--- config.mk ---
export PLATFORM = sky130hd
export DESIGN_NAME = pccr_top
export DESIGN_NICKNAME = d
export VERILOG_FILES = /design/src/shared/pccr_pkg.sv /design/src/verilog/pccr_top.sv
export SDC_FILE = /design/constraint.sdc
export NUM_CORES = 1
export LEC_CHECK = 0
export ABC_AREA = 1
export BUFFER_PORTS_ARGS = -buffer_cell sky130_fd_sc_hd__buf_2
export CAP_MARGIN = 20
export CORE_MARGIN = 2
export CORE_UTILIZATION = 55
export DETAILED_ROUTE_END_ITERATION = 12
export GPL_ROUTABILITY_DRIVEN = 0
export PLACE_DENSITY_LB_ADDON = 0.12
export SLEW_MARGIN = 5
export SYNTH_ARGS = -nofsm -noshare
export SYNTH_HDL_FRONTEND = slang
export SYNTH_SLANG_ARGS = --single-unit
--- constraint.sdc ---
create_clock -name clk_i -period 10.66 [get_ports clk_i]
set_input_delay 2.132 -clock clk_i [delete_from_list [all_inputs] [get_ports clk_i]]
set_output_delay 2.132 -clock clk_i [all_outputs]
set_load 0.03 [all_outputs]
--- src/shared/pccr_pkg.sv ---
// Purpose: constants for the dual-channel PWM configuration command bank
// Assumes: 250 MHz clock, two channels, byte-wide commands
// Notes:   How it works list below
// How it works
// Shared clock byte refused while either channel runs
// Host writes zero to shared byte bits 7:6
// Mode 0: clock enabled once input reaches on-level
// Mode 1: clock low from off-level until on-level
// Phase field selects channel offsets and duty cap
// Run pin pulsed low after off command
// Bit 4 set: run pin not pulsed
// Bit 3 clear: follow on/off exactly
// Bit 3 set: short cycle forces off, minimum off
// Bit 2 set: output off while shared clock low
// Bit 0 clear: retry waits for output decay
// Mode byte refused while addressed channel runs
// Mode bit 5 clear: base-emitter difference method
// Mode bit 5 set: direct voltage method
// Mode bit 7 selects output voltage range
// Servo enable ignored when load line nonzero
// Mode bits 4:3 select bootstrap refresh width
// Mode bit 1 suppresses discontinuous and overshoot response
// Mode bit 0 selects conduction mode
// Shared byte: code F5, default 14, unpaged
// Paged bytes D0/D4, defaults 1D/C8
// Accepted write stored, read returns it
package pccr_pkg;
  localparam logic [7:0] CODE_CLOCK_CFG  = 8'h00_F5;
  localparam logic [7:0] CODE_CHAN_CFG   = 8'h00_D0;
  localparam logic [7:0] CODE_PWM_MODE   = 8'h00_D4;
  localparam logic [7:0] RST_CLOCK_CFG   = 8'h00_14;
  localparam logic [7:0] RST_CHAN_CFG    = 8'h00_1D;
  localparam logic [7:0] RST_PWM_MODE    = 8'h00_C8;
  localparam logic [1:0] PAGE_ALL        = 2'h3;
  // Shared clock byte fields
  localparam int CLK_GATE_BIT   = 4;
  localparam int PHASE_LSB      = 0;
  // Channel behaviour byte fields
  localparam int RUN_HOLD_BIT   = 4;
  localparam int SHORT_CYC_BIT  = 3;
  localparam int CLK_DIS_BIT    = 2;
  localparam int NO_DECAY_BIT   = 0;
  // Mode byte fields
  localparam int RANGE_BIT      = 7;
  localparam int SERVO_BIT      = 6;
  localparam int TEMP_DIR_BIT   = 5;
  localparam int BOOTSTRAP_REFRESH_LSB      = 3;
  localparam int NO_DCM_BIT     = 1;
  localparam int DCM_BIT        = 0;
  // Timing
  localparam int CLK_KHZ        = 250000;
  localparam int MS_PER_TICK    = 1;
  localparam int MS_CYCLES      = CLK_KHZ * MS_PER_TICK;
  localparam int RUN_EXTRA_MS   = 136;
  localparam int MIN_OFF_MS     = 120;
  // Cap codes: 0 = 83.3 percent, 1 = 87.5 percent
  localparam logic DUTY_CAP_833 = 1'b0;
  localparam logic DUTY_CAP_875 = 1'b1;
  typedef enum {PCCR_OFF, PCCR_ON, PCCR_OFF_SEQ, PCCR_HOLD_OFF} pccr_state_t;
endpackage

--- src/verilog/pccr_top.sv ---
// Purpose: PWM clocking, channel behaviour and mode command bank
// Assumes: command port is decoded bus transaction, same clock
// Notes:   analog comparator and decay inputs are synchronised here
`timescale 1ns/1ps
`default_nettype none
module pccr_top
  import pccr_pkg::*;
#(
  parameter int MS_CYCLES_P = MS_CYCLES
)(
  input  wire logic       clk_i,
  input  wire logic       reset_i,
  input  wire logic       cmd_valid_i,
  input  wire logic       cmd_write_i,
  input  wire logic [7:0] cmd_code_i,
  input  wire logic [1:0] cmd_page_i,
  input  wire logic [7:0] cmd_data_i,
  output logic            cmd_ack_o,
  output logic            cmd_nack_o,
  output logic [7:0]      rd_data_o,
  output logic            busy_fault_o,
  input  wire logic       clear_faults_i,
  input  wire logic       input_on_threshold_i,
  input  wire logic       input_off_threshold_i,
  output logic            shared_phase_clock_en_o,
  input  wire logic [1:0] chan_on_cmd_i,
  input  wire logic [1:0] output_decayed_i,
  input  wire logic [1:0] load_line_zero_i,
  input  wire logic [15:0] turn_off_delay_ms_i,
  input  wire logic [15:0] turn_off_ramp_time_ms_i,
  input  wire logic [15:0] restart_wait_time_ms_i,
  output logic [1:0]      chan_enable_o,
  output logic [1:0]      channel_run_input_o,
  output logic [1:0]      channel_run_input_oe_o,
  output logic [8:0]      phase_ch0_deg_o,
  output logic [8:0]      phase_ch1_deg_o,
  output logic            duty_cap_o,
  output logic [1:0]      low_range_o,
  output logic [1:0]      servo_en_o,
  output logic [1:0]      temp_direct_o,
  output logic [7:0]      bootstrap_refresh_width_ns_o [2],
  output logic [1:0]      dcm_allowed_o,
  output logic [1:0]      overshoot_resp_en_o
);
  initial
  begin
    if (MS_CYCLES_P < 2)
    begin
      $error("MS_CYCLES_P must be at least 2");
    end
  end

  logic [7:0]  clock_cfg_q;
  logic [7:0]  chan_cfg_q [2];
  logic [7:0]  mode_q [2];
  logic [1:0]  running;
  logic [2:0]  on_meta_q, on_sync_q;
  logic [1:0]  dec_meta_q, dec_sync_q;
  logic [31:0] div_q;
  logic        ms_tick;
  logic        shared_phase_clock_q;

  // Comparator and decay inputs are asynchronous to this clock
  always_ff @(posedge clk_i or posedge reset_i)
  begin
    if (reset_i)
    begin
      on_meta_q  <= 3'h0;
      on_sync_q  <= 3'h0;
      dec_meta_q <= 2'h0;
      dec_sync_q <= 2'h0;
    end
    else
    begin
      on_meta_q  <= {input_off_threshold_i, input_on_threshold_i, 1'b0};
      on_sync_q  <= on_meta_q;
      dec_meta_q <= output_decayed_i;
      dec_sync_q <= dec_meta_q;
    end
  end

  // Millisecond enable for all channel timers
  always_ff @(posedge clk_i or posedge reset_i)
  begin
    if (reset_i)
    begin
      div_q <= 32'h0000_0000;
    end
    else if (div_q == 32'(MS_CYCLES_P - 1))
    begin
      div_q <= 32'h0000_0000;
    end
    else
    begin
      div_q <= div_q + 32'h0000_0001;
    end
  end
  assign ms_tick = (div_q == 32'(MS_CYCLES_P - 1));

  // on_sync_q[1] is input at/above on-level, [2] at/below off-level
  always_ff @(posedge clk_i or posedge reset_i)
  begin
    if (reset_i)
    begin
      shared_phase_clock_q <= 1'b0;
    end
    else
    begin
      if (!clock_cfg_q[CLK_GATE_BIT])
      begin
        shared_phase_clock_q <= shared_phase_clock_q | on_sync_q[1];
      end
      else if (on_sync_q[2])
      begin
        shared_phase_clock_q <= 1'b0;
      end
      else if (on_sync_q[1])
      begin
        shared_phase_clock_q <= 1'b1;
      end
    end
  end
  assign shared_phase_clock_en_o = shared_phase_clock_q;

  // Command decode; busy refusal checks the channels the byte affects
  logic       is_clk, is_chan, is_mode, known, busy_hit;
  logic [1:0] pg_mask;
  logic [7:0] rd_d;
  logic [0:0] pg_sel;
  always_comb
  begin
    is_clk  = (cmd_code_i == CODE_CLOCK_CFG);
    is_chan = (cmd_code_i == CODE_CHAN_CFG);
    is_mode = (cmd_code_i == CODE_PWM_MODE);
    known   = is_clk | is_chan | is_mode;
    pg_mask = (cmd_page_i == PAGE_ALL) ? 2'h3 : (2'h1 << cmd_page_i[0]);
    pg_sel  = cmd_page_i[0];
    busy_hit = 1'b0;
    if (is_clk)
    begin
      busy_hit = |running;
    end
    else if (is_mode)
    begin
      busy_hit = |(running & pg_mask);
    end
    rd_d = 8'h00_00;
    if (is_clk)
    begin
      rd_d = clock_cfg_q;
    end
    else if (is_chan)
    begin
      rd_d = chan_cfg_q[pg_sel];
    end
    else if (is_mode)
    begin
      rd_d = mode_q[pg_sel];
    end
  end

  logic wr_ok;
  assign wr_ok = cmd_valid_i & cmd_write_i & known & ~busy_hit;

  // Storage; an accepted write lands, a read returns it
  always_ff @(posedge clk_i or posedge reset_i)
  begin
    if (reset_i)
    begin
      clock_cfg_q <= RST_CLOCK_CFG;
      for (int i = 0; i < 2; i++)
      begin
        chan_cfg_q[i] <= RST_CHAN_CFG;
        mode_q[i]     <= RST_PWM_MODE;
      end
    end
    else if (wr_ok)
    begin
      if (is_clk)
      begin
        clock_cfg_q <= cmd_data_i;
      end
      for (int i = 0; i < 2; i++)
      begin
        if (pg_mask[i] && is_chan)
        begin
          chan_cfg_q[i] <= cmd_data_i;
        end
        if (pg_mask[i] && is_mode)
        begin
          mode_q[i] <= cmd_data_i;
        end
      end
    end
  end

  always_ff @(posedge clk_i or posedge reset_i)
  begin
    if (reset_i)
    begin
      cmd_ack_o  <= 1'b0;
      cmd_nack_o <= 1'b0;
      rd_data_o  <= 8'h00_00;
    end
    else
    begin
      cmd_ack_o  <= cmd_valid_i & known & ~(cmd_write_i & busy_hit);
      cmd_nack_o <= cmd_valid_i & (~known | (cmd_write_i & busy_hit));
      if (cmd_valid_i && !cmd_write_i)
      begin
        rd_data_o <= rd_d;
      end
    end
  end

  // Sticky busy fault; a new refusal beats a same-cycle clear
  always_ff @(posedge clk_i or posedge reset_i)
  begin
    if (reset_i)
    begin
      busy_fault_o <= 1'b0;
    end
    else if (cmd_valid_i && cmd_write_i && known && busy_hit)
    begin
      busy_fault_o <= 1'b1;
    end
    else if (clear_faults_i)
    begin
      busy_fault_o <= 1'b0;
    end
  end

  // Reserved bits 7:6 are stored as written; the host keeps them zero R2
  always_comb
  begin
    duty_cap_o = clock_cfg_q[PHASE_LSB + 2] ? DUTY_CAP_875 : DUTY_CAP_833;
    case (clock_cfg_q[PHASE_LSB +: 3])
      3'h7:    begin phase_ch0_deg_o = 9'd135; phase_ch1_deg_o = 9'd315; end
      3'h6:    begin phase_ch0_deg_o = 9'd90;  phase_ch1_deg_o = 9'd270; end
      3'h5:    begin phase_ch0_deg_o = 9'd45;  phase_ch1_deg_o = 9'd225; end
      3'h4:    begin phase_ch0_deg_o = 9'd0;   phase_ch1_deg_o = 9'd180; end
      3'h3:    begin phase_ch0_deg_o = 9'd120; phase_ch1_deg_o = 9'd300; end
      3'h2:    begin phase_ch0_deg_o = 9'd60;  phase_ch1_deg_o = 9'd240; end
      3'h1:    begin phase_ch0_deg_o = 9'd0;   phase_ch1_deg_o = 9'd180; end
      default: begin phase_ch0_deg_o = 9'd0;   phase_ch1_deg_o = 9'd120; end
    endcase
  end

  for (genvar c = 0; c < 2; c++)
  begin : g_chan
    pccr_state_t st_q;
    logic [17:0] tmr_q;
    logic [17:0] run_q;
    logic [17:0] pulse_len;
    logic [17:0] seq_len;
    logic        on_prev_q;
    logic        clk_kill;
    logic        retry_ok;
    logic        off_edge;

    // Temperature method and analog range flags leave as levels
    assign low_range_o[c]   = mode_q[c][RANGE_BIT];
    assign servo_en_o[c]    = mode_q[c][SERVO_BIT] & load_line_zero_i[c];
    assign temp_direct_o[c] = mode_q[c][TEMP_DIR_BIT];
    assign dcm_allowed_o[c] = mode_q[c][DCM_BIT] & ~mode_q[c][NO_DCM_BIT];
    assign overshoot_resp_en_o[c] = ~mode_q[c][NO_DCM_BIT];
    always_comb
    begin
      case (mode_q[c][BOOTSTRAP_REFRESH_LSB +: 2])
        2'h3:    bootstrap_refresh_width_ns_o[c] = 8'd250;
        2'h2:    bootstrap_refresh_width_ns_o[c] = 8'd125;
        2'h1:    bootstrap_refresh_width_ns_o[c] = 8'd50;
        default: bootstrap_refresh_width_ns_o[c] = 8'd25;
      endcase
    end

    assign seq_len = 18'(turn_off_delay_ms_i) + 18'(turn_off_ramp_time_ms_i);
    assign pulse_len = (seq_len + 18'(RUN_EXTRA_MS) > 18'(restart_wait_time_ms_i))
                     ? seq_len + 18'(RUN_EXTRA_MS)
                     : 18'(restart_wait_time_ms_i);
    assign clk_kill = chan_cfg_q[c][CLK_DIS_BIT] & ~shared_phase_clock_q;
    assign retry_ok = chan_cfg_q[c][NO_DECAY_BIT] | dec_sync_q[c];
    assign off_edge = on_prev_q & ~chan_on_cmd_i[c];

    always_ff @(posedge clk_i or posedge reset_i)
    begin
      if (reset_i)
      begin
        st_q  <= PCCR_OFF;
        tmr_q <= 18'h0;
      end
      else
      begin
        if (ms_tick && tmr_q != 18'h0)
        begin
          tmr_q <= tmr_q - 18'h1;
        end
        case (st_q)
          PCCR_OFF:
          begin
            if (chan_on_cmd_i[c] && retry_ok && !clk_kill)
            begin
              st_q <= PCCR_ON;
            end
          end
          PCCR_ON:
          begin
            if (clk_kill)
            begin
              st_q <= PCCR_OFF;
            end
            else if (!chan_on_cmd_i[c])
            begin
              st_q  <= PCCR_OFF_SEQ;
              tmr_q <= seq_len;
            end
          end
          PCCR_OFF_SEQ:
          begin
            if (clk_kill)
            begin
              st_q <= PCCR_OFF;
            end
            else if (chan_on_cmd_i[c] && chan_cfg_q[c][SHORT_CYC_BIT])
            begin
              st_q  <= PCCR_HOLD_OFF;
              tmr_q <= chan_cfg_q[c][RUN_HOLD_BIT] ? 18'(MIN_OFF_MS)
                     : 18'(MIN_OFF_MS) + pulse_len;
            end
            else if (chan_on_cmd_i[c])
            begin
              st_q <= PCCR_ON;
            end
            else if (tmr_q == 18'h0)
            begin
              st_q <= PCCR_OFF;
            end
          end
          PCCR_HOLD_OFF:
          begin
            if (tmr_q == 18'h0)
            begin
              st_q <= PCCR_OFF;
            end
          end
          default:
          begin
            st_q <= PCCR_OFF;
          end
        endcase
      end
    end

    // Run pin pulse timer runs apart from the channel sequence
    always_ff @(posedge clk_i or posedge reset_i)
    begin
      if (reset_i)
      begin
        run_q     <= 18'h0;
        on_prev_q <= 1'b0;
      end
      else
      begin
        on_prev_q <= chan_on_cmd_i[c];
        if (off_edge && !chan_cfg_q[c][RUN_HOLD_BIT])
        begin
          run_q <= pulse_len;
        end
        else if (ms_tick && run_q != 18'h0)
        begin
          run_q <= run_q - 18'h1;
        end
      end
    end

    assign running[c] = (st_q != PCCR_OFF) && (st_q != PCCR_HOLD_OFF);
    assign chan_enable_o[c] = (st_q == PCCR_ON) || (st_q == PCCR_OFF_SEQ);
    assign channel_run_input_o[c]    = 1'b0;
    assign channel_run_input_oe_o[c] = (run_q != 18'h0);
  end
endmodule
`default_nettype wire

==> out/qor.txt <==
DETAILED ROUTING
-------------------------------------------------------------------------------------------------
Total Routed Length                                                                      38940 µm
Count of vias placed by the detailed router                                                 13680
Via density per instance                                                                    5.415
Starting DRC count in detailed routing                                                       1282
Post-detailed-route wirelength per cell                                                  15.41 µm
First-pass iteration count of the detailed router                                               5
Post-DRT Antenna Nets                                                                           0
Post-detailed-route DRC marker count                                                            0

YOSYS
-------------------------------------------------------------------------------------------------
Number of enable flip-flop cells after synthesis                                                0
Post-synthesis area per instance                                                        7.271 µm²
Synth Flop Type                                                                      sky130_fd_sc_hd__dfrtp_1
Sequential cell area fraction in the yosys report                                          0.4006
Xor and xnor area share after synthesis                                                   0.03940
Proportion of synthesized area in mux cells                                              0.006682
Total of warnings raised by yosys                                                               0
Number of distinct library cell variants in the gate-level netlist after synthesis             64
Share of Yosys cell area claimed by the top area cell type                                 0.3714
Synthesized-area fraction occupied by and/or/nand/nor cells                                0.3027
Synthesized netlist cell count                                                               1983
Post-synthesis compound-gate area fraction                                                 0.1159
Largest family of logic cells by synthesized area                                    simple AND/OR/NAND/NOR gates
Biggest area consumer among synthesized cells                                        sky130_fd_sc_hd__dfrtp_1
Flops & latches, synth                                                                        230
Mapped cell area                                                                        14420 µm²
Adder-Cell Fraction of Synth Area                                                         0.03610
Share of async-settable or async-resettable flops after synthesis                           1.000
Leading post-synthesis cells by cell area                                            sky130_fd_sc_hd__dfrtp_1 37%, sky130_fd_sc_hd__nand2_1 12%, sky130_fd_sc_hd__inv_1 7.6%, sky130_fd_sc_hd__nor2_1 5.4%, sky130_fd_sc_hd__nand3_1 4.9%

GRT
-------------------------------------------------------------------------------------------------
Global-route wire length before repair                                                   63900 µm
Antenna violations before repair                                                                0
Number of global-route vias before repair                                                   12780
Grt ovf                                                                                         0
Total Routing Usage GR                                                                     0.2803
Maximum number of pins on one net before global-route repair                                  127

CRITICAL PATH
-------------------------------------------------------------------------------------------------
Maximum fanout encountered on the critical timing path                                         30
Worst setup endpoint                                                                 g_chan[0].tmr_q[7]
Sort of element at the start of the critical path                                       input pin
Reg-to-reg critical path startpoint                                                      div_q[8]
Levels on crit path                                                                            30
Count of cells along the worst register-to-register path                                       15
Data required, critical path                                                             11.08 ns
Critical path origin                                                                 turn_off_delay_ms_i[0]
Class of the most critical setup path                                                   in -> reg
Category of the worst setup path capture point                                          flip-flop
Slowest stage delay, CP                                                                   0.43 ns
Category of cells accounting for the largest share of critical-path delay            simple AND/OR/NAND/NOR gates
CP arrival                                                                                7.42 ns
Buffers & Inverters on Critical Path                                                            7
Reg-to-reg endpoint                                                                  g_chan[1].tmr_q[12]
Cell seen most often among critical-path stages                                      sky130_fd_sc_hd__inv_1
Reg-to-reg setup timing slack                                                             6.68 ns
Crit path max-delay cell type                                                        sky130_fd_sc_hd__nor2_4

PLACEMENT
-------------------------------------------------------------------------------------------------
Buffers added on ports                                                                        136
Detail Placement HPWL                                                                    29300 µm
Placed instance count                                                                        2474

TIMING
-------------------------------------------------------------------------------------------------
Hold Worst Slack                                                                        0.3483 ns
Transition at the pin with the smallest max-transition slack                            0.9326 ns
Fin Setup TNS                                                                                0 ns
Unrepaired setup endpoints after global routing                                             false
Relative max-transition margin                                                             0.3701
Number of slew-limit violations in the final report                                             0
Final count of negative-setup-slack endpoints                                                   0
Fin crit share                                                                             0.6569
Endpoints failing hold                                                                          0
F_max                                                                                  0.1428 GHz
Fin crit period                                                                          7.002 ns
Clock skew                                                                             0.01067 ns

CTS
-------------------------------------------------------------------------------------------------
Worst-skew pair later-pin latency                                                         0.53 ns
CTS H-tree lvls                                                                                 1
Max Buffers Root-to-Sink                                                                        3
Clock root buffer                                                                    sky130_fd_sc_hd__clkbuf_16
TritonCTS clock tree                                                                         done
Count of clock tree sinks                                                                     230
Setup Buffers After CTS                                                                         0
Cts bufs inserted                                                                              27
Count of instances resized after the clock tree is built                                        0
Clock edge transition at the registers on the reported setup and hold paths               0.06 ns
Post-CTS Hold Buffers                                                                           0

CELLS AND AREA
-------------------------------------------------------------------------------------------------
Syn-to-layout area delta                                                                   14.68%
Fraction of final layout cells sized beyond drive strength 1                               0.1287
Area of the multi-input gates                                                            7476 µm²
Filler Cell Count                                                                            2327
Sequential cell area in the final layout                                                 5776 µm²
Final non-filler cell total                                                                  2526
Nets                                                                                         2290
Ant. Diodes                                                                                     0

DIE
-------------------------------------------------------------------------------------------------
Core Region                                                                             25910 µm²
Ports                                                                                         142
Vertical die dimension                                                                   165.9 µm
Starting utilization of the core area                                                      0.5564
Number of rows created at floorplan                                                            59
Die ar.                                                                                 27520 µm²
Die width                                                                                165.9 µm

PWR
-------------------------------------------------------------------------------------------------
Leakage                                                                               0.008518 µW
Power per unit of standard cell area                                                 155.2 nW/µm²
Peak supply drop                                                                      0.0001671 V

JOB
-------------------------------------------------------------------------------------------------
Max Cap Violations                                                                              0

MIN PATH
-------------------------------------------------------------------------------------------------
HP Class                                                                               reg -> reg

RUN STATUS
-------------------------------------------------------------------------------------------------
Status                                                                               finished clean

## power breakdown
| group | internal (µW) | switching (µW) |
|---|---|---|
| logic | 182 | 417 |
| clock network | 608 | 371 |
| registers | 937 | 52.0 |
## synthesized netlist by cell type, types with 3 or more instances
cell                          n
sky130_fd_sc_hd__o221ai_1    13
sky130_fd_sc_hd__clkbuf_1    28
sky130_fd_sc_hd__xor2_1      47
sky130_fd_sc_hd__nor3_1      47
sky130_fd_sc_hd__nand3_1    141
sky130_fd_sc_hd__dfstp_2     16
sky130_fd_sc_hd__o21ai_0    124
sky130_fd_sc_hd__inv_2       12
sky130_fd_sc_hd__o2111ai_1    3
sky130_fd_sc_hd__buf_2        4
sky130_fd_sc_hd__or2_2        4
sky130_fd_sc_hd__dfrtp_1    214
sky130_fd_sc_hd__mux2i_1      4
sky130_fd_sc_hd__inv_1      293
sky130_fd_sc_hd__nor2_1     209
sky130_fd_sc_hd__xnor2_1     16
sky130_fd_sc_hd__o31ai_1      6
sky130_fd_sc_hd__o311ai_0     4
sky130_fd_sc_hd__nand2_1    470
sky130_fd_sc_hd__nor2_2       7
sky130_fd_sc_hd__and3_1       3
sky130_fd_sc_hd__a22oi_1      9
sky130_fd_sc_hd__a221oi_1     3
sky130_fd_sc_hd__nand2_4      4
sky130_fd_sc_hd__nor3b_1      3
sky130_fd_sc_hd__ha_1        40
sky130_fd_sc_hd__nor4_1      29
sky130_fd_sc_hd__nand3b_1     6
sky130_fd_sc_hd__buf_4       12
sky130_fd_sc_hd__o21bai_1     3
sky130_fd_sc_hd__mux2_2       5
sky130_fd_sc_hd__nand4_1     28
sky130_fd_sc_hd__a21oi_1     86
sky130_fd_sc_hd__nor3_2       4
sky130_fd_sc_hd__o211ai_1    10
sky130_fd_sc_hd__and2_1       4
sky130_fd_sc_hd__nand2_2     25
sky130_fd_sc_hd__o21ai_1      6
sky130_fd_sc_hd__o22ai_1      8
## flip-flops by register name, summed over array words and instances (netlist names)
register	cells
rd_data_o	8
g_chan.run_q	36
on_sync_q	2
dec_meta_q	2
shared_phase_clock_en_o	1
clock_cfg_q	8
g_chan.st_q	64
cmd_ack_o	1
low_range_o	2
div_q	32
g_chan.tmr_q	36
g_chan.on_prev_q	2
busy_fault_o	1
cmd_nack_o	1
temp_direct_o	2
chan_cfg_q	16
dec_sync_q	2
mode_q	12
on_meta_q	2
## stage by stage
step	worst slack, ns	power, µW	cell area (µm²)	utilization
2_1_floorplan	2.250	1421	14650	-
3_3_place_gp	3.464	1572	15550	0.6003
3_5_place_dp	3.252	1583	15550	0.6003
4_1_cts	3.781	2567	16520	0.6375
5_1_grt	3.126	2690	16530	0.6381
6_report	3.658	2567	16530	0.6381
## worst reg2reg max path: stages, from the launching register on
cell	delay (ns)
sky130_fd_sc_hd__dfrtp_1	0.39
sky130_fd_sc_hd__inv_1	0.15
sky130_fd_sc_hd__nand2_1	0.11
sky130_fd_sc_hd__nor4_1	0.31
sky130_fd_sc_hd__nand3_1	0.64
sky130_fd_sc_hd__inv_1	0.66
sky130_fd_sc_hd__nand3_1	0.23
sky130_fd_sc_hd__nor2_1	0.20
sky130_fd_sc_hd__nand2_1	0.08
sky130_fd_sc_hd__nor2_1	0.24
sky130_fd_sc_hd__nand2_1	0.11
sky130_fd_sc_hd__nor2_1	0.13
sky130_fd_sc_hd__xnor2_1	0.20
sky130_fd_sc_hd__nor2_1	0.08
sky130_fd_sc_hd__a21oi_1	0.15
sky130_fd_sc_hd__o211ai_1	0.15
## kinds of logic after synthesis
| family | after synthesis |
|---|---|
| XOR/XNOR | 64 |
| AO/OA/AOI/OAI | 288 |
| flip-flops | 230 |
| AND/OR/NAND/NOR | 993 |
| buffers and inverters | 356 |
| other | 2 |
| adder cells (fa/ha/maj) | 41 |
| multiplexers | 9 |
## cells in the final DEF (no fill, tap or decap), types with 4 or more instances in the layout
cell type / instances
sky130_fd_sc_hd__o21ai_1: 6
sky130_fd_sc_hd__bufinv_16: 5
sky130_fd_sc_hd__a22oi_1: 9
sky130_fd_sc_hd__ha_1: 40
sky130_fd_sc_hd__nand3b_1: 6
sky130_fd_sc_hd__o211ai_1: 10
sky130_fd_sc_hd__nand2_4: 4
sky130_fd_sc_hd__clkinv_2: 6
sky130_fd_sc_hd__nor3_1: 47
sky130_fd_sc_hd__o311ai_0: 4
sky130_fd_sc_hd__or2_2: 4
sky130_fd_sc_hd__conb_1: 65
sky130_fd_sc_hd__buf_2: 136
sky130_fd_sc_hd__nand2_2: 25
sky130_fd_sc_hd__nor2_1: 209
sky130_fd_sc_hd__inv_1: 292
sky130_fd_sc_hd__mux2i_1: 4
sky130_fd_sc_hd__nor2_2: 7
sky130_fd_sc_hd__nor3_2: 4
sky130_fd_sc_hd__o22ai_1: 8
sky130_fd_sc_hd__nor4_1: 27
sky130_fd_sc_hd__clkbuf_16: 27
sky130_fd_sc_hd__dfstp_2: 16
sky130_fd_sc_hd__dfrtp_1: 214
sky130_fd_sc_hd__o221ai_1: 13
sky130_fd_sc_hd__and2_1: 4
sky130_fd_sc_hd__nand3_1: 141
sky130_fd_sc_hd__o21ai_0: 124
sky130_fd_sc_hd__mux2_2: 5
sky130_fd_sc_hd__buf_4: 6
sky130_fd_sc_hd__xnor2_1: 16
sky130_fd_sc_hd__nand2_1: 470
sky130_fd_sc_hd__a21oi_1: 86
sky130_fd_sc_hd__nand4_1: 28
sky130_fd_sc_hd__xor2_1: 47
sky130_fd_sc_hd__clkinvlp_4: 5
sky130_fd_sc_hd__o31ai_1: 6
sky130_fd_sc_hd__inv_2: 12
## layout make-up
type / count / share of cell area
multi-input cells: 1460 / 0.4521
clock buffers: 31 / 0.04359
well taps: 335 / 0.02535
repair buffers: 143 / 0.04434
flip-flops and latches: 230 / 0.3493
inverters: 308 / 0.07053
clock inverters: 19 / 0.01476
## metal layers
layer / wire length, µm / track usage / share of wire
met3: 2708 / 0.04218 / 0.070
met4: 1332 / 0.09074 / 0.034
met2: 17500 / 0.4434 / 0.45
met1: 17400 / 0.3985 / 0.45
met5: 0 / 0 / 0
## worst min-delay path by stage
stage	start	endpoint	slack [ns]	cells after the start
floorplan	dec_meta_q[0]	dec_sync_q[0]	0.33	0
finish	on_meta_q[2]	on_sync_q[2]	0.35	0
CTS	on_meta_q[2]	on_sync_q[2]	0.35	0
detailed placement	on_meta_q[2]	on_sync_q[2]	0.34	0
global placement	dec_meta_q[0]	dec_sync_q[0]	0.33	0
global route	dec_meta_q[1]	dec_sync_q[1]	0.36	0
No activity file was read; power rests on OpenSTA's default activity.
